===== config.mk =====
export PLATFORM = sky130hd
export DESIGN_NAME = cpu_core_status_registers
export DESIGN_NICKNAME = d
export VERILOG_FILES = /design/src/common/core_regs_pkg.sv /design/src/common/flag_calc_if.sv /design/src/hdl/cpu_core_status_registers.sv /design/src/hdl/flag_calc.sv
export SDC_FILE = /design/constraint.sdc
export NUM_CORES = 1
export LEC_CHECK = 0
export BUFFER_PORTS_ARGS = -buffer_cell sky130_fd_sc_hd__buf_4
export CAP_MARGIN = 20
export CORE_ASPECT_RATIO = 0.9
export CORE_MARGIN = 2
export CORE_UTILIZATION = 63
export CTS_CLUSTER_SIZE = 8
export DETAILED_ROUTE_END_ITERATION = 8
export PLACE_DENSITY = 0.95
export SLEW_MARGIN = 30
export SYNTH_ARGS = -nofsm -noshare
export SYNTH_HDL_FRONTEND = slang
export SYNTH_HIERARCHICAL = 1
export SYNTH_SLANG_ARGS = --single-unit

===== constraint.sdc =====
create_clock -name aclk -period 35.9 [get_ports aclk]
set_clock_uncertainty 0.1 [all_clocks]
set_input_delay 7.18 -clock aclk [delete_from_list [all_inputs] [get_ports aclk]]
set_output_delay 7.18 -clock aclk [all_outputs]
set_load 0.03 [all_outputs]

===== src/common/core_regs_pkg.sv =====
// Constants and types shared by the core status register block
package core_regs_pkg;

  // ==========================================================================
  // Register indices; byte address on the bus is four times the index
  localparam logic [7:0] SP_IDX  = 8'h81;
  localparam logic [7:0] DPL_IDX = 8'h82;
  localparam logic [7:0] DPH_IDX = 8'h83;
  localparam logic [7:0] PSW_IDX = 8'hd0;
  localparam logic [7:0] ACC_IDX = 8'he0;
  localparam logic [7:0] B_IDX   = 8'hf0;

  // ==========================================================================
  // Reset values
  localparam logic [7:0] SP_RST  = 8'h07;
  localparam logic [7:0] DPL_RST = 8'h00;
  localparam logic [7:0] DPH_RST = 8'h00;
  localparam logic [7:0] PSW_RST = 8'h00;
  localparam logic [7:0] ACC_RST = 8'h00;
  localparam logic [7:0] B_RST   = 8'h00;

  // ==========================================================================
  // Status word bit positions
  localparam int CY_BIT  = 7;
  localparam int AC_BIT  = 6;
  localparam int F0_BIT  = 5;
  localparam int RS1_BIT = 4;
  localparam int RS0_BIT = 3;
  localparam int OV_BIT  = 2;
  localparam int F1_BIT  = 1;
  localparam int P_BIT   = 0;

  // ==========================================================================
  // Arithmetic constants
  localparam logic [3:0] BCD_DIGIT_MAX = 4'h9;
  localparam logic [7:0] BCD_BYTE_MAX  = 8'h99;
  localparam logic [8:0] DA_LO_ADD     = 9'h006;
  localparam logic [8:0] DA_HI_ADD     = 9'h060;
  localparam logic [15:0] BYTE_MAX     = 16'h00ff;

  // ==========================================================================
  // Bus responses
  localparam logic [1:0] RESP_OKAY   = 2'b00;
  localparam logic [1:0] RESP_SLVERR = 2'b10;

  // Operations requested by the execution unit
  typedef enum logic [3:0] {
    OP_NONE, OP_ADD, OP_ADDC, OP_SUBB, OP_MUL, OP_DIV, OP_CJNE, OP_DA, OP_PUSH, OP_POP
  } exec_op_type;

endpackage


===== src/common/flag_calc_if.sv =====
// Operand and result bundle between the register block and its calculator
`timescale 1ns/1ps
interface flag_calc_if;
  import core_regs_pkg::*;

  // Operands and current flags
  exec_op_type op;
  logic [7:0]  acc;
  logic [7:0]  b;
  logic [7:0]  first;
  logic [7:0]  second;
  logic        cy_in;
  logic        ac_in;
  logic        ov_in;
  // Results
  logic [7:0]  res_acc;
  logic [7:0]  res_b;
  logic        cy;
  logic        ac;
  logic        ov;

  modport calc (input op, acc, b, first, second, cy_in, ac_in, ov_in,
                output res_acc, res_b, cy, ac, ov);
  modport user (output op, acc, b, first, second, cy_in, ac_in, ov_in,
                input res_acc, res_b, cy, ac, ov);
endinterface


===== src/hdl/cpu_core_status_registers.sv =====
// Core status registers with an AXI4-Lite slave and an execution-unit port
//
// Added by the designer: the AXI4-Lite interface to the registers.
`timescale 1ns/1ps

module cpu_core_status_registers
  import core_regs_pkg::*;
#(
  parameter int ADDR_W = 12
) (
  // Clock and reset
  input  wire logic              aclk,
  input  wire logic              aresetn,
  // AXI4-Lite write channels
  input  wire logic [ADDR_W-1:0] s_axi_awaddr,
  input  wire logic              s_axi_awvalid,
  output logic                   s_axi_awready,
  input  wire logic [31:0]       s_axi_wdata,
  input  wire logic [3:0]        s_axi_wstrb,
  input  wire logic              s_axi_wvalid,
  output logic                   s_axi_wready,
  output logic [1:0]             s_axi_bresp,
  output logic                   s_axi_bvalid,
  input  wire logic              s_axi_bready,
  // AXI4-Lite read channels
  input  wire logic [ADDR_W-1:0] s_axi_araddr,
  input  wire logic              s_axi_arvalid,
  output logic                   s_axi_arready,
  output logic [31:0]            s_axi_rdata,
  output logic [1:0]             s_axi_rresp,
  output logic                   s_axi_rvalid,
  input  wire logic              s_axi_rready,
  // Execution unit requests
  input  wire logic              exec_valid,
  input  wire exec_op_type       exec_op,
  input  wire logic [7:0]        exec_first,
  input  wire logic [7:0]        exec_second,
  // Register contents to the core
  output logic [7:0]             accumulator,
  output logic [7:0]             second_operand,
  output logic [7:0]             stack_pointer,
  output logic [15:0]            data_pointer_16,
  output logic [7:0]             program_status_word,
  output logic                   parity_flag,
  output logic [7:0]             bank_base,
  // Scratch-pad write for pushes
  output logic                   ram_wr_en,
  output logic [7:0]             ram_wr_addr,
  output logic [7:0]             ram_wr_data
);

  localparam int IW = ADDR_W - 2;

  // ==========================================================================
  // State
  typedef struct packed {
    logic [7:0]    acc;
    logic [7:0]    b;
    logic [7:0]    sp;
    logic [7:0]    data_pointer_low;
    logic [7:0]    data_pointer_high;
    logic          cy;
    logic          ac;
    logic          f0;
    logic [1:0]    rs;
    logic          ov;
    logic          f1;
    logic          ram_we;
    logic [7:0]    ram_addr;
    logic [7:0]    ram_data;
    logic          aw_have;
    logic          w_have;
    logic [IW-1:0] widx;
    logic [7:0]    wdata;
    logic          wlane;
    logic          bvalid;
    logic [1:0]    bresp;
    logic          rvalid;
    logic [7:0]    rdata;
    logic [1:0]    rresp;
  } state_type;

  state_type     st_q;
  state_type     st_d;
  logic          commit;
  logic [IW-1:0] ridx;
  logic          par;
  logic [7:0]    psw_word;

  flag_calc_if fc ();

  flag_calc u_calc (
    .fc (fc.calc)
  );

  // ==========================================================================
  // Calculator hookup
  assign fc.op     = exec_valid ? exec_op : OP_NONE;
  assign fc.acc    = st_q.acc;
  assign fc.b      = st_q.b;
  assign fc.first  = exec_first;
  assign fc.second = exec_second;
  assign fc.cy_in  = st_q.cy;
  assign fc.ac_in  = st_q.ac;
  assign fc.ov_in  = st_q.ov;

  // Parity is derived live, never stored, so it cannot go stale
  assign par      = ^st_q.acc;
  assign psw_word = {st_q.cy, st_q.ac, st_q.f0, st_q.rs, st_q.ov, st_q.f1, par};
  assign commit   = st_q.aw_have && st_q.w_have;
  assign ridx     = s_axi_araddr[ADDR_W-1:2];

  // ==========================================================================
  // Next state: hardware first, software after so that it wins
  always_comb begin
    st_d        = st_q;
    st_d.ram_we = 1'b0;
    if (exec_valid) begin
      st_d.acc = fc.res_acc;
      st_d.b   = fc.res_b;
      st_d.cy  = fc.cy;
      st_d.ac  = fc.ac;
      st_d.ov  = fc.ov;
      if (exec_op == OP_PUSH) begin
        st_d.sp       = st_q.sp + 8'h01;
        st_d.ram_we   = 1'b1;
        st_d.ram_addr = st_q.sp + 8'h01;
        st_d.ram_data = exec_first;
      end else if (exec_op == OP_POP) begin
        st_d.sp = st_q.sp - 8'h01;
      end
    end
    // Bus answers retire on their handshakes
    if (st_q.bvalid && s_axi_bready) begin
      st_d.bvalid = 1'b0;
    end
    if (st_q.rvalid && s_axi_rready) begin
      st_d.rvalid = 1'b0;
    end
    // Address and data are caught in either order
    if (s_axi_awvalid && s_axi_awready) begin
      st_d.aw_have = 1'b1;
      st_d.widx    = s_axi_awaddr[ADDR_W-1:2];
    end
    if (s_axi_wvalid && s_axi_wready) begin
      st_d.w_have = 1'b1;
      st_d.wdata  = s_axi_wdata[7:0];
      st_d.wlane  = s_axi_wstrb[0];
    end
    // Write commit; only byte lane 0 carries register data
    if (commit) begin
      st_d.aw_have = 1'b0;
      st_d.w_have  = 1'b0;
      st_d.bvalid  = 1'b1;
      st_d.bresp   = RESP_OKAY;
      case (st_q.widx)
        IW'(ACC_IDX): if (st_q.wlane) st_d.acc = st_q.wdata;
        IW'(B_IDX):   if (st_q.wlane) st_d.b = st_q.wdata;
        IW'(SP_IDX):  if (st_q.wlane) st_d.sp = st_q.wdata;
        IW'(DPL_IDX): if (st_q.wlane) st_d.data_pointer_low = st_q.wdata;
        IW'(DPH_IDX): if (st_q.wlane) st_d.data_pointer_high = st_q.wdata;
        IW'(PSW_IDX): begin
          if (st_q.wlane) begin
            st_d.cy = st_q.wdata[CY_BIT];
            st_d.ac = st_q.wdata[AC_BIT];
            st_d.f0 = st_q.wdata[F0_BIT];
            st_d.rs = st_q.wdata[RS1_BIT:RS0_BIT];
            st_d.ov = st_q.wdata[OV_BIT];
            st_d.f1 = st_q.wdata[F1_BIT];
          end
        end
        default: st_d.bresp = RESP_SLVERR;
      endcase
    end
    // Read sampled at the taking edge
    if (s_axi_arvalid && s_axi_arready) begin
      st_d.rvalid = 1'b1;
      st_d.rresp  = RESP_OKAY;
      case (ridx)
        IW'(ACC_IDX): st_d.rdata = st_q.acc;
        IW'(B_IDX):   st_d.rdata = st_q.b;
        IW'(SP_IDX):  st_d.rdata = st_q.sp;
        IW'(DPL_IDX): st_d.rdata = st_q.data_pointer_low;
        IW'(DPH_IDX): st_d.rdata = st_q.data_pointer_high;
        IW'(PSW_IDX): st_d.rdata = psw_word;
        default: begin
          st_d.rdata = 8'h00;
          st_d.rresp = RESP_SLVERR;
        end
      endcase
    end
  end

  // ==========================================================================
  // Register stage
  always_ff @(posedge aclk) begin
    if (!aresetn) begin
      st_q     <= '0;
      st_q.acc <= ACC_RST;
      st_q.b   <= B_RST;
      st_q.sp  <= SP_RST;
      st_q.data_pointer_low <= DPL_RST;
      st_q.data_pointer_high <= DPH_RST;
      {st_q.cy, st_q.ac, st_q.f0, st_q.rs, st_q.ov, st_q.f1} <= PSW_RST[7:1];
    end else begin
      st_q <= st_d;
    end
  end

  // ==========================================================================
  // Outputs; one outstanding answer per direction keeps the slave simple
  assign s_axi_awready       = !st_q.aw_have && !st_q.bvalid;
  assign s_axi_wready        = !st_q.w_have && !st_q.bvalid;
  assign s_axi_bvalid        = st_q.bvalid;
  assign s_axi_bresp         = st_q.bresp;
  assign s_axi_arready       = !st_q.rvalid;
  assign s_axi_rvalid        = st_q.rvalid;
  assign s_axi_rresp         = st_q.rresp;
  assign s_axi_rdata         = {24'h000000, st_q.rdata};
  assign accumulator         = st_q.acc;
  assign second_operand      = st_q.b;
  assign stack_pointer       = st_q.sp;
  assign data_pointer_16     = {st_q.data_pointer_high, st_q.data_pointer_low};
  assign program_status_word = psw_word;
  assign parity_flag         = par;
  assign bank_base           = {3'h0, st_q.rs, 3'h0};
  assign ram_wr_en           = st_q.ram_we;
  assign ram_wr_addr         = st_q.ram_addr;
  assign ram_wr_data         = st_q.ram_data;

  // ==========================================================================
  // Checks
  logic        psw_sw;
  logic        sp_sw;
  logic        ab_sw;
  logic        dpl_sw;
  logic [8:0]  add_ref;
  logic [7:0]  sev_ref;
  logic [4:0]  nib_ref;
  logic [15:0] mul_ref;
  logic        mul_big;
  logic        cmp_lt;
  logic [1:0]  wdata_rs;

  assign psw_sw   = commit && st_q.widx == IW'(PSW_IDX) && st_q.wlane;
  assign sp_sw    = commit && st_q.widx == IW'(SP_IDX) && st_q.wlane;
  assign dpl_sw   = commit && st_q.widx == IW'(DPL_IDX) && st_q.wlane;
  assign ab_sw    = commit && (st_q.widx == IW'(ACC_IDX) || st_q.widx == IW'(B_IDX));
  assign add_ref  = {1'b0, st_q.acc} + {1'b0, exec_second};
  assign sev_ref  = {1'b0, st_q.acc[6:0]} + {1'b0, exec_second[6:0]};
  assign nib_ref  = {1'b0, st_q.acc[3:0]} + {1'b0, exec_second[3:0]};
  assign mul_ref  = 16'(st_q.acc) * 16'(st_q.b);
  assign mul_big  = mul_ref > BYTE_MAX;
  assign cmp_lt   = exec_first < exec_second;
  assign wdata_rs = st_q.wdata[RS1_BIT:RS0_BIT];
endmodule


===== src/hdl/flag_calc.sv =====
// Combinational result and flag calculator for the arithmetic operations
`timescale 1ns/1ps
module flag_calc
  import core_regs_pkg::*;
(
  // Operands in, results out
  flag_calc_if.calc fc
);

  // ==========================================================================
  // Adder slices
  logic        sub;
  logic        cin;
  logic [4:0]  nib;
  logic [7:0]  sev;
  logic [8:0]  full;
  logic [15:0] prod;
  logic        da_lo_adj;
  logic        da_hi_adj;
  logic [8:0]  da_lo;
  logic [8:0]  da_hi;

  assign sub = (fc.op == OP_SUBB);
  assign cin = (fc.op != OP_ADD) && fc.cy_in;

  // Three widths of one sum give the carries out of bits 3, 6 and 7
  assign nib  = sub ? {1'b0, fc.acc[3:0]} - {1'b0, fc.second[3:0]} - {4'h0, cin}
                    : {1'b0, fc.acc[3:0]} + {1'b0, fc.second[3:0]} + {4'h0, cin};
  assign sev  = sub ? {1'b0, fc.acc[6:0]} - {1'b0, fc.second[6:0]} - {7'h00, cin}
                    : {1'b0, fc.acc[6:0]} + {1'b0, fc.second[6:0]} + {7'h00, cin};
  assign full = sub ? {1'b0, fc.acc} - {1'b0, fc.second} - {8'h00, cin}
                    : {1'b0, fc.acc} + {1'b0, fc.second} + {8'h00, cin};
  assign prod = 16'(fc.acc) * 16'(fc.b);

  // Decimal adjust in two steps; the high step also catches a low-step carry
  assign da_lo_adj = fc.ac_in || (fc.acc[3:0] > BCD_DIGIT_MAX);
  assign da_lo     = {1'b0, fc.acc} + (da_lo_adj ? DA_LO_ADD : 9'h000);
  assign da_hi_adj = fc.cy_in || da_lo[8] || (da_lo[7:4] > BCD_DIGIT_MAX);
  assign da_hi     = da_lo + (da_hi_adj ? DA_HI_ADD : 9'h000);

  // Unaffected values pass through unchanged
  always_comb begin
    fc.res_acc = fc.acc;
    fc.res_b   = fc.b;
    fc.cy      = fc.cy_in;
    fc.ac      = fc.ac_in;
    fc.ov      = fc.ov_in;
    unique case (fc.op)
      OP_ADD, OP_ADDC, OP_SUBB: begin
        fc.res_acc = full[7:0];
        fc.cy      = full[8];
        fc.ac      = nib[4];
        fc.ov      = full[8] ^ sev[7];
      end
      OP_MUL: begin
        fc.res_acc = prod[7:0];
        fc.res_b   = prod[15:8];
        fc.cy      = 1'b0;
        fc.ov      = (prod > BYTE_MAX);
      end
      OP_DIV: begin
        fc.cy = 1'b0;
        // Divide by zero leaves both operands alone and flags overflow
        fc.ov = (fc.b == 8'h00);
        if (fc.b != 8'h00) begin
          fc.res_acc = fc.acc / fc.b;
          fc.res_b   = fc.acc % fc.b;
        end
      end
      OP_CJNE: begin
        fc.cy = (fc.first < fc.second);
      end
      OP_DA: begin
        fc.res_acc = da_hi[7:0];
        fc.cy      = da_hi_adj || da_hi[8];
      end
      default: begin
      end
    endcase
  end

endmodule


=== Word-level counts from Yosys, hierarchy flattened ===
Cells that the tools add are included.

* Input bits: 88
* Word-level logic and storage cells: 142
* Register bits: 99

* Reduce and logical (&&, ||, !) cells: 32
* Equality and inequality tests: 22
* Multipliers: 1
* $add $sub $neg: 16
* Divide/modulo/power cells: 2
* Muxes and demuxes: 39
* Bitwise logic cells: 2
* Magnitude comparators: 4

{| class="wikitable"
|+ Operators by type and width
! cell !! number
|-
| $eq 10x8->1 const B || 12
|-
| $mux 8 || 15
|-
| $pmux 8 s6 || 1
|-
| $mux 47 || 1
|-
| $pmux 8 s4 || 1
|-
| $mux 24 || 1
|-
| $mux 7 || 3
|-
| $mux 17 || 1
|-
| $eq 4x3->1 const B || 4
|-
| $gt 16x8->1 const B || 1
|-
| $mul 8x8->16 || 1
|-
| $pmux 8 s2 || 1
|-
| $reduce_or 6->1 || 2
|-
| $mux 11 || 1
|-
| $add 8x8->9 || 1
|-
| $add 8x9->9 || 1
|-
| $add 9x1->9 || 1
|-
| $add 9x9->9 || 1
|-
| $logic_and 1x1->1 || 9
|-
| $mux 9 || 1
|-
| $reduce_and 3->1 || 3
|-
| $sub 8x8->9 || 1
|-
| $sub 9x1->9 || 1
|-
| $add 7x7->8 || 1
|-
| other kinds (35) || 53
|}

=== Longest topological paths before layout ===
Gate-level depths: netlist (run 1).

* Word-level depth: 14
* Mapped depth: 54

=== Modules after synthesis ===
The synthesis (run 1) kept the hierarchy.

{| class="wikitable"
|+ By module, submodules not included
! module !! cells an instance !! sequential area each (um2) !! area an instance (um2) !! instances
|-
| flag_calc || 764 || 0.0 || 5,728.0 || 1
|-
| cpu_core_status_registers || 647 || 1,941.9 || 5,457.7 || 1
|}

=== Least setup slack after synthesis (run 1) ===
Ideal clock, no wire load.

* Path kind: flip-flop to flip-flop
* Start: register second_operand[6] (netlist name)
* End: register second_operand[7] (netlist name)
* Setup slack: 23.797 ns
* Path buffers: 3
* Arrival time: 11.934 ns
* Setup time: 0.069 ns
* Cell stages (with the launch flop): 54
* Period minus slack after synthesis: 12.103 ns
* Cells stage by stage: dfxtp_1 -> clkbuf_1 -> nor4_2 -> nand3_1 -> nor2_1 -> a21oi_1 -> a21oi_1 -> ha_1 -> or4b_2 -> o211ai_1 -> o22ai_1 -> ha_1 -> nor2_1 -> a2111o_1 -> o221a_2 -> or2_2 -> ha_1 -> o211ai_1 -> [18 not listed] -> a21oi_1 -> a21oi_1 -> a41oi_1 -> clkbuf_1 -> nor2_1 -> a21oi_1 -> inv_1 -> ha_1 -> nor2b_1 -> o21ai_0 -> a21boi_0 -> o21a_1 -> o41ai_1 -> mux2_2 -> o211ai_1 -> mux2_2 -> nand3_1 -> o21ai_1

* Longest elaborated chain between the ends: 7
* Elaborated cells between the ends (all ways): 9
* Classes of those cells: mul (1); div (1); mux (6); reduce/logical (1)

{| class="wikitable"
|+ Ends and longest elaborated chain
! item !! RTL line !! RTL
|-
| $mod 8x8->8 or $reduce_bool 8->1 (tied branches) || flag_calc.sv:67, flag_calc.sv:65 ||
|-
| $mux 8 || flag_calc.sv:65 || <nowiki>if (fc.b != 8'h00) begin</nowiki>
|-
| $pmux 8 s2 * || flag_calc.sv:48 || <nowiki>unique case (fc.op)</nowiki>
|-
| via fc.res_b[7] || flag_calc_if.sv:17 || <nowiki>logic [7:0] res_b;</nowiki>
|-
| $mux 24 * || cpu_core_status_registers.sv:118 || <nowiki>if (exec_valid) begin</nowiki>
|-
| $mux 8 || cpu_core_status_registers.sv:158 || <nowiki>IW'(B_IDX): if (st_q.wlane) st_d.b = st_q.wdata;</nowiki>
|-
| $mux 8 || cpu_core_status_registers.sv:156 || <nowiki>case (st_q.widx)</nowiki>
|-
| $mux 47 * || cpu_core_status_registers.sv:151 || <nowiki>if (commit) begin</nowiki>
|}

The timed path passes the listed nets; every way through them passes the cells marked *.
A chain may end at the register's enable or synchronous reset.

=== Worst setup path in the final report (run 1) ===
* Start: register second_operand[7] (netlist name)
* End: register second_operand[6] (netlist name)

* Longest elaborated chain between the ends: 7
* Elaborated cells between the ends (all ways): 9
* Classes of those cells: mul (1); div (1); mux (6); reduce/logical (1)

{| class="wikitable"
|+ Ends and longest elaborated chain
! item !! RTL line
|-
| $mod 8x8->8 or $reduce_bool 8->1 (tied branches) || flag_calc.sv:67, flag_calc.sv:65
|-
| $mux 8 || flag_calc.sv:65
|-
| $pmux 8 s2 * || flag_calc.sv:48
|-
| via fc.res_b[6] || flag_calc_if.sv:17
|-
| $mux 24 * || cpu_core_status_registers.sv:118
|-
| $mux 8 || cpu_core_status_registers.sv:158
|-
| $mux 8 || cpu_core_status_registers.sv:156
|-
| $mux 47 * || cpu_core_status_registers.sv:151
|}

Marks and branches as above.

==> summary.txt, run 1 <==
Outcome
  • Result of the run: finished clean

STA
  • Max-slew violation count: 0
  • Final total negative setup slack: 0 ns
  • Ratio of final minimum period to clock period: about two fifths
  • Post-layout minimum cycle time: 14.87 ns
  • Final setup violation count: 0
  • Timing-limited maximum frequency: 0.0672 GHz
  • Setup repair after global routing missed its margin: false
  • Final setup slack of the worst path: 21.03 ns
  • Worst-margin pin slew: 0.977 ns
  • Final worst hold slack: 0.357 ns
  • Number of endpoints with negative hold slack in the final report: 0
  • Max-slew headroom: roughly 34%

Synthesis
  • Most common cell in the netlist: sky130_fd_sc_hd__nand2_1
  • Cell types with the highest counts after synthesis: sky130_fd_sc_hd__nand2_1 (147), sky130_fd_sc_hd__nor2_1 (116), sky130_fd_sc_hd__ha_1 (111), sky130_fd_sc_hd__buf_4 (108), sky130_fd_sc_hd__inv_1 (100)
  • Fraction of registers with async set or reset after synthesis: 0%
  • Flops & latches, synth: 97
  • Largest area contributor in the synthesized netlist: sky130_fd_sc_hd__dfxtp_1
  • Avg Cell Area, Syn: between 7 and 8 sq um
  • Number of unique standard cell types used by synthesis: 91
  • Netlist area before placement: 11200 sq um
  • Synth top area share: 17.4%
  • Number of flops mapped to enable cells by yosys: 0
  • Synth warnings: 6
  • Gate count of the mapped netlist: 1411
  • Cells taking the most area after synthesis: sky130_fd_sc_hd__dfxtp_1 (17%), sky130_fd_sc_hd__ha_1 (12%), sky130_fd_sc_hd__fa_1 (7.7%)
  • Sequential-to-total area share from yosys stat: 17.4%
  • Prevailing post-synth register cell: sky130_fd_sc_hd__dfxtp_1

Floorplan
  • Starting utilization of the core area: 63.9%
  • Core box area: 17500 sq um
  • Top-Level Pins: 203
  • Row cnt: 46
  • Horizontal die dimension: about 140 um
  • Total die area: 18800 sq um
  • Die Ht: 130 um

Clock tree
  • Buffers from clock root to sink, at most: 2
  • Count of hold buffers inserted by post-cts repair: 0
  • CTS tree: done
  • Master cell of the clock root buffer: sky130_fd_sc_hd__clkbuf_16
  • Clock-pin transition on the worst setup and hold timing paths: around 0.070 ns
  • Clock net sink count: 97
  • Latest clock arrival within the worst-skew pair: 0.35 ns
  • Depth of the CTS H-tree: 3
  • Post-cts resize count: 0
  • Number of buffers inserted during clock tree synthesis: 9
  • Setup bufs post-CTS: 0

Global route
  • Global-route track usage on met2: 53.6%
  • Maximum number of pins on one net before global-route repair: 66
  • Via count of the first global-routing pass: 10000
  • Aggregate global-route resource usage: 34.0%
  • Number of antenna violations at the first check in global routing: 0
  • Fraction of met3 tracks used by global routing: between 6 and 7%
  • Global routing met1 resource utilization: 46.6%
  • Layer with the highest usage: met2
  • Total congestion overflow after global routing: 0
  • Global-route wire length before repair: 50900 um

Power
  • Worst vdd rail ir drop: 0.135 mV
  • Power density of the placed cells: 68.6 nW/um^2
  • Clock network fraction of total power: roughly an eighth
  • Power share of the combinational group: 73.8%
  • Tot Pwr: 823 uW
  • Sw frac: 48.5%
  • Leakage power of the design: 0.00554 uW
  • Sequential cell fraction of total power: 14.1%
  • Cell-internal power: 424 uW
  • Net switching power figure: 399 uW

Flow run
  • Number of maximum-capacitance constraint violations: 0

Critical path
  • Endpoint arrival time on the critical path: between 15 and 20 ns
  • CP startpoint kind: flip-flop
  • Slowest cell on the critical path: sky130_fd_sc_hd__nor3_1
  • CP Class: flip-flop to flip-flop
  • CP most frequent cell: sky130_fd_sc_hd__ha_1
  • CP max FO: 15
  • CP endpoint kind: flip-flop
  • Longest individual stage delay on the worst path: 0.77 ns
  • CP Data Required Time: 36.08 ns

Min path
  • Class of the tightest hold or removal check: flip-flop to flip-flop

Detailed routing
  • Detailed-route vias per instance: 6.38
  • Residual antenna-violating net count after detailed routing: 0
  • Via count: roughly 11000
  • Drt pass-1 iters: 6
  • Final wirelength: approximately 32000 um
  • Count of routing violations after the opening detailed-route iteration: 1487
  • Wire per inst: roughly 19 um
  • Detailed-route DRC error count: 0

Place
  • Pre-CTS setup slack: 21.37 ns
  • Routability cong.: around 1.0
  • HPWL after detailed placement: 24000 um
  • IO Port Bufs: 139
  • Cell area after placement: 11700 sq um

Finish
  • NumNets Final: ~1700
  • Final-layout fill cell count: 1332
  • Proportion of layout cells with a drive suffix above 1: 16.2%
  • Antenna fix cells: 0
  • Design Area, Final: roughly 12000 sq um
  • Area growth from synthesis to layout: 7.32%
==> final cells by class <==
type | instances | area [sq um] | area share (%)
Clock inverter | 6 | 75.1 | 0.625
Tap cell | 240 | 300 | 2.50
Sequential cell | 97 | 1940 | 16.2
Clock buffer | 9 | 225 | 1.88
Timing Repair Buffer | 150 | 1130 | 9.38
Multi-Input combinational cell | 1077 | 7950 | 66.2
Inverter | 103 | 389 | 3.24
==> state kept, by name, indices dropped and copies added, names as in the netlist, 2 cells and up <==
| register | cells |
|---|---|
| data_pointer_16 | 16 |
| ram_wr_data | 8 |
| stack_pointer | 8 |
| ram_wr_addr | 8 |
| second_operand | 8 |
| bank_base | 2 |
| accumulator | 8 |
| s_axi_rdata | 8 |
| program_status_word | 2 |
| st_q | 21 |
==> routing by layer <==
layer | routed length [um] | share of wire, % | vias up
met5 | 0 | 0 | -
met3 | 3760 | 12 | 118
met1 | 12900 | 40 | 4980
li1 | - | - | 4880
met4 | 1350 | 4.1 | 0
met2 | 14500 | 45 | 757
==> cell families (layout without fill, tap and decap cells) <==
group | after synthesis | count (layout) | share of synthesized area, %
other | 1 | 32 | 0.0335
xor gates and xnor gates | 60 | 60 | 4.82
DFF | 97 | 97 | 17.4
and+or+nand+nor | 437 | 437 | 18.9
muxes | 65 | 65 | 6.20
adders and majority gates | 154 | 154 | 20.1
buffers and inverters | 268 | 268 | 12.8
AOI/OAI and AO/OA | 329 | 329 | 19.8
==> layout by cell type (no fill, tap or decap), drive strengths merged, types with 32 or more instances in the layout <==
cell type / n
nor3: 34
xnor2: 41
inv: 104
fa: 43
nand2: 147
dfxtp: 97
a21oi: 91
nor2: 116
o21ai: 72
mux2i: 34
buf: 150
conb: 32
nand3: 41
ha: 111
==> path summary, 6_finish.rpt <==
check | slack [ns] | endpoint | depth (start not counted) | from
setup / recovery | 21.03 | second_operand[6]$_SDFF_PN0_ | 50 | second_operand[7]$_SDFF_PN0_
hold / removal | 0.36 | ram_wr_data[7]$_SDFFE_PN0P_ | 2 | ram_wr_data[7]$_SDFFE_PN0P_
setup reg to reg | 21.03 | second_operand[6]$_SDFF_PN0_ | 50 | second_operand[7]$_SDFF_PN0_
hold reg to reg | 0.36 | ram_wr_data[7]$_SDFFE_PN0P_ | 2 | ram_wr_data[7]$_SDFFE_PN0P_
==> critical path, delay by kind of cell (launching register included) <==
| family | cells | cell delay (ns) |
|---|---|---|
| AO/OA/AOI/OAI | 26 | 6.72 |
| adder cells (fa/ha/maj) | 7 | 2.24 |
| buffers and inverters | 2 | 0.37 |
| flip-flops | 1 | 0.53 |
| multiplexers | 1 | 0.17 |
| AND/OR/NAND/NOR | 14 | 4.66 |
==> power groups by stage <==
stage / combinational [uW] / sequential [uW] / clock (uW)
finish: 608 / 116 / 99.5
global route: 671 / 116 / 104
CTS: 585 / 116 / 99.3
detailed placement: 579 / 118 / 0
global placement: 567 / 118 / 0
floorplan: 472 / 117 / 0
==> stage by stage <==
stage,std cells,util (%)
floorplan,1442,-
global placement,1667,66.8
detailed placement,1667,66.8
CTS,1682,68.5
global route,1682,68.6
finish,1682,68.6
Note: power is estimated with default switching activity, not from simulation.
==> inputs of run 2 (changes only) <==
Settings changed: CORE_UTILIZATION 63 to 58, PLACE_DENSITY 0.95 to 0.94.
Clock period 35.9 ns to 13.8 ns, I/O delays scaled along.
==> run 2 against run 1 <==
Net effect: core utilization is 4.8 points lower; power grew to 2.8 times the previous value; sequential power rose to 2.6 times the previous value; first-iteration DRC count rose by 8.3%; critical path depth increased by 4; die area increased by 8.4%; wire length up 3.4%; via count rose by 2.1%; sequential share of layout area down 0.19 points; largest power group unchanged.
==> summary.txt, run 2 (synthesized netlist as in run 1, its figures left out) <==
Floorplan
  • Starting utilization of the core area: approximately three fifths
  • Total die area: 20400 sq um
  • Die Ht: 136 um
  • Top-Level Pins: 203
  • Row cnt: 48
  • Core box area: 19000 sq um
  • Horizontal die dimension: 150 um

Power
  • Leakage power of the design: 0.00564 uW
  • Worst vdd rail ir drop: 0.317 mV
  • Tot Pwr: 2270 uW
  • Power density of the placed cells: 187 nW/um^2

Min path
  • Hold wc startpoint: ram_wr_data[5]$_SDFFE_PN0P_
  • Class of the tightest hold or removal check: flip-flop to flip-flop

Critical path
  • Longest individual stage delay on the worst path: 0.64 ns
  • CP endpoint kind: flip-flop
  • CP Class: flip-flop to flip-flop
  • Worst flop-to-flop path startpoint: second_operand[7]$_SDFF_PN0_
  • CP max FO: 10
  • Endpoint arrival time on the critical path: 13.18 ns
  • CP Data Required Time: 13.92 ns
  • Category of cells accounting for the largest share of critical-path delay: compound AO/OA/AOI/OAI gates
  • Setup crit start: second_operand[7]$_SDFF_PN0_
  • Worst path bufs/invs: 5
  • CP startpoint kind: flip-flop
  • Slowest cell on the critical path: sky130_fd_sc_hd__or4b_2

Clock tree
  • Master cell of the clock root buffer: sky130_fd_sc_hd__clkbuf_16
  • Latest clock arrival within the worst-skew pair: ~0.35 ns
  • Count of hold buffers inserted by post-cts repair: 0
  • Clock-pin transition on the worst setup and hold timing paths: 0.07 ns
  • Setup bufs post-CTS: 0
  • Post-cts resize count: 0
  • Number of buffers inserted during clock tree synthesis: 9
  • Clock net sink count: 97
  • Depth of the CTS H-tree: 3
  • CTS tree: done
  • Buffers from clock root to sink, at most: 2

Finish
  • Layout Cells excl Fill: roughly 1700
  • Antenna fix cells: 0
  • Top register by number of flip-flops: st_q
  • NumNets Final: 1695
  • Most used cells in the layout excluding fill and tap cells: sky130_fd_sc_hd__buf_4 (165), sky130_fd_sc_hd__nand2_1 (147), sky130_fd_sc_hd__nor2_1 (115)
  • Area growth from synthesis to layout: 8.60%
  • Storage element area: a little under 2000 sq um
  • Final-layout fill cell count: 1454
  • Flip-flop count of the largest register after layout: 21
  • Area of the multi-input gates: 7970 sq um
  • Proportion of layout cells with a drive suffix above 1: around 17%
  • Most frequent standard cell in the layout excluding fill and tap cells: sky130_fd_sc_hd__buf_4
  • Finished Core Util: 63.8%

Place
  • Pre-CTS setup slack: 0.598 ns
  • HPWL after detailed placement: 24300 um
  • Number of cells in the design after placement: 1692
  • IO Port Bufs: 139
  • Routability cong.: 1.02

STA
  • Max-slew headroom: 37.9%
  • Post-layout minimum cycle time: around 13 ns
  • Final setup violation count: 0
  • Final total negative setup slack: 0 ns
  • Max-slew violation count: 0
  • Worst-margin pin slew: 0.922 ns
  • Ratio of final minimum period to clock period: 94.6%
  • Setup repair after global routing missed its margin: false
  • Number of endpoints with negative hold slack in the final report: 0
  • Timing-limited maximum frequency: 0.0766 GHz
  • Final setup slack of the worst path: 0.743 ns

Global route
  • Maximum number of pins on one net before global-route repair: 66
  • Via count of the first global-routing pass: between 10000 and 15000
  • Number of antenna violations at the first check in global routing: 0
  • Global-route wire length before repair: between 50000 and 60000 um
  • Total congestion overflow after global routing: 0
  • Aggregate global-route resource usage: 32.1%

Outcome
  • Result of the run: finished clean

Flow run
  • Number of maximum-capacitance constraint violations: 0

Detailed routing
  • Detailed-route vias per instance: 6.42
  • Final wirelength: 33600 um
  • Wire per inst: 19.7 um
  • Drt pass-1 iters: 8
  • Detailed-route DRC error count: 0
  • Residual antenna-violating net count after detailed routing: 0
  • Via count: 11000
  • Count of routing violations after the opening detailed-route iteration: 1611
run 2: metrics by stage:
stage,hold slack [ns],instance area (sq um)
5_1_grt,0.374,12100
3_5_place_dp,0.349,11800
4_1_cts,0.360,12100
6_report,0.355,12100
3_3_place_gp,0.344,11800
2_1_floorplan,0.332,11300
run 2: area by class of cell:
cell class	instances	area share (%)
Inverter	103	3.20
Timing Repair Buffer	165	10.2
Clock buffer	11	2.08
Clock inverter	5	0.381
Tap cell	250	2.57
Multi-Input combinational cell	1077	65.6
Sequential cell	97	16.0
run 2: path summary, 6_finish.rpt:
kind / cells past startpoint / endpoint / slack [ns]
worst max-delay path: 54 / second_operand[7]$_SDFF_PN0_ / 0.74
worst min-delay path: 2 / ram_wr_data[5]$_SDFFE_PN0P_ / 0.35
worst max register to register: 54 / second_operand[7]$_SDFF_PN0_ / 0.74
worst min register to register: 2 / ram_wr_data[5]$_SDFFE_PN0P_ / 0.35
run 2: where the power goes:
group	internal (uW)	switching, uW	total [uW]
sequential	289	12.9	302
clock	136	118	253
combinational	719	991	1710
run 2: layer usage:
metal	GRT usage, %	share of wire [%]
met1	41.9	38
met2	50.2	44
met3	6.43	12
met4	16.7	5.8
met5	0	0
run 2: tightest hold or removal path, delay by kind of cell, from the launching register on:
family / cells / cell delay (ns)
AO/OA/AOI/OAI: 1 / 0.05
flip-flops: 1 / 0.31
AND/OR/NAND/NOR: 1 / 0.05
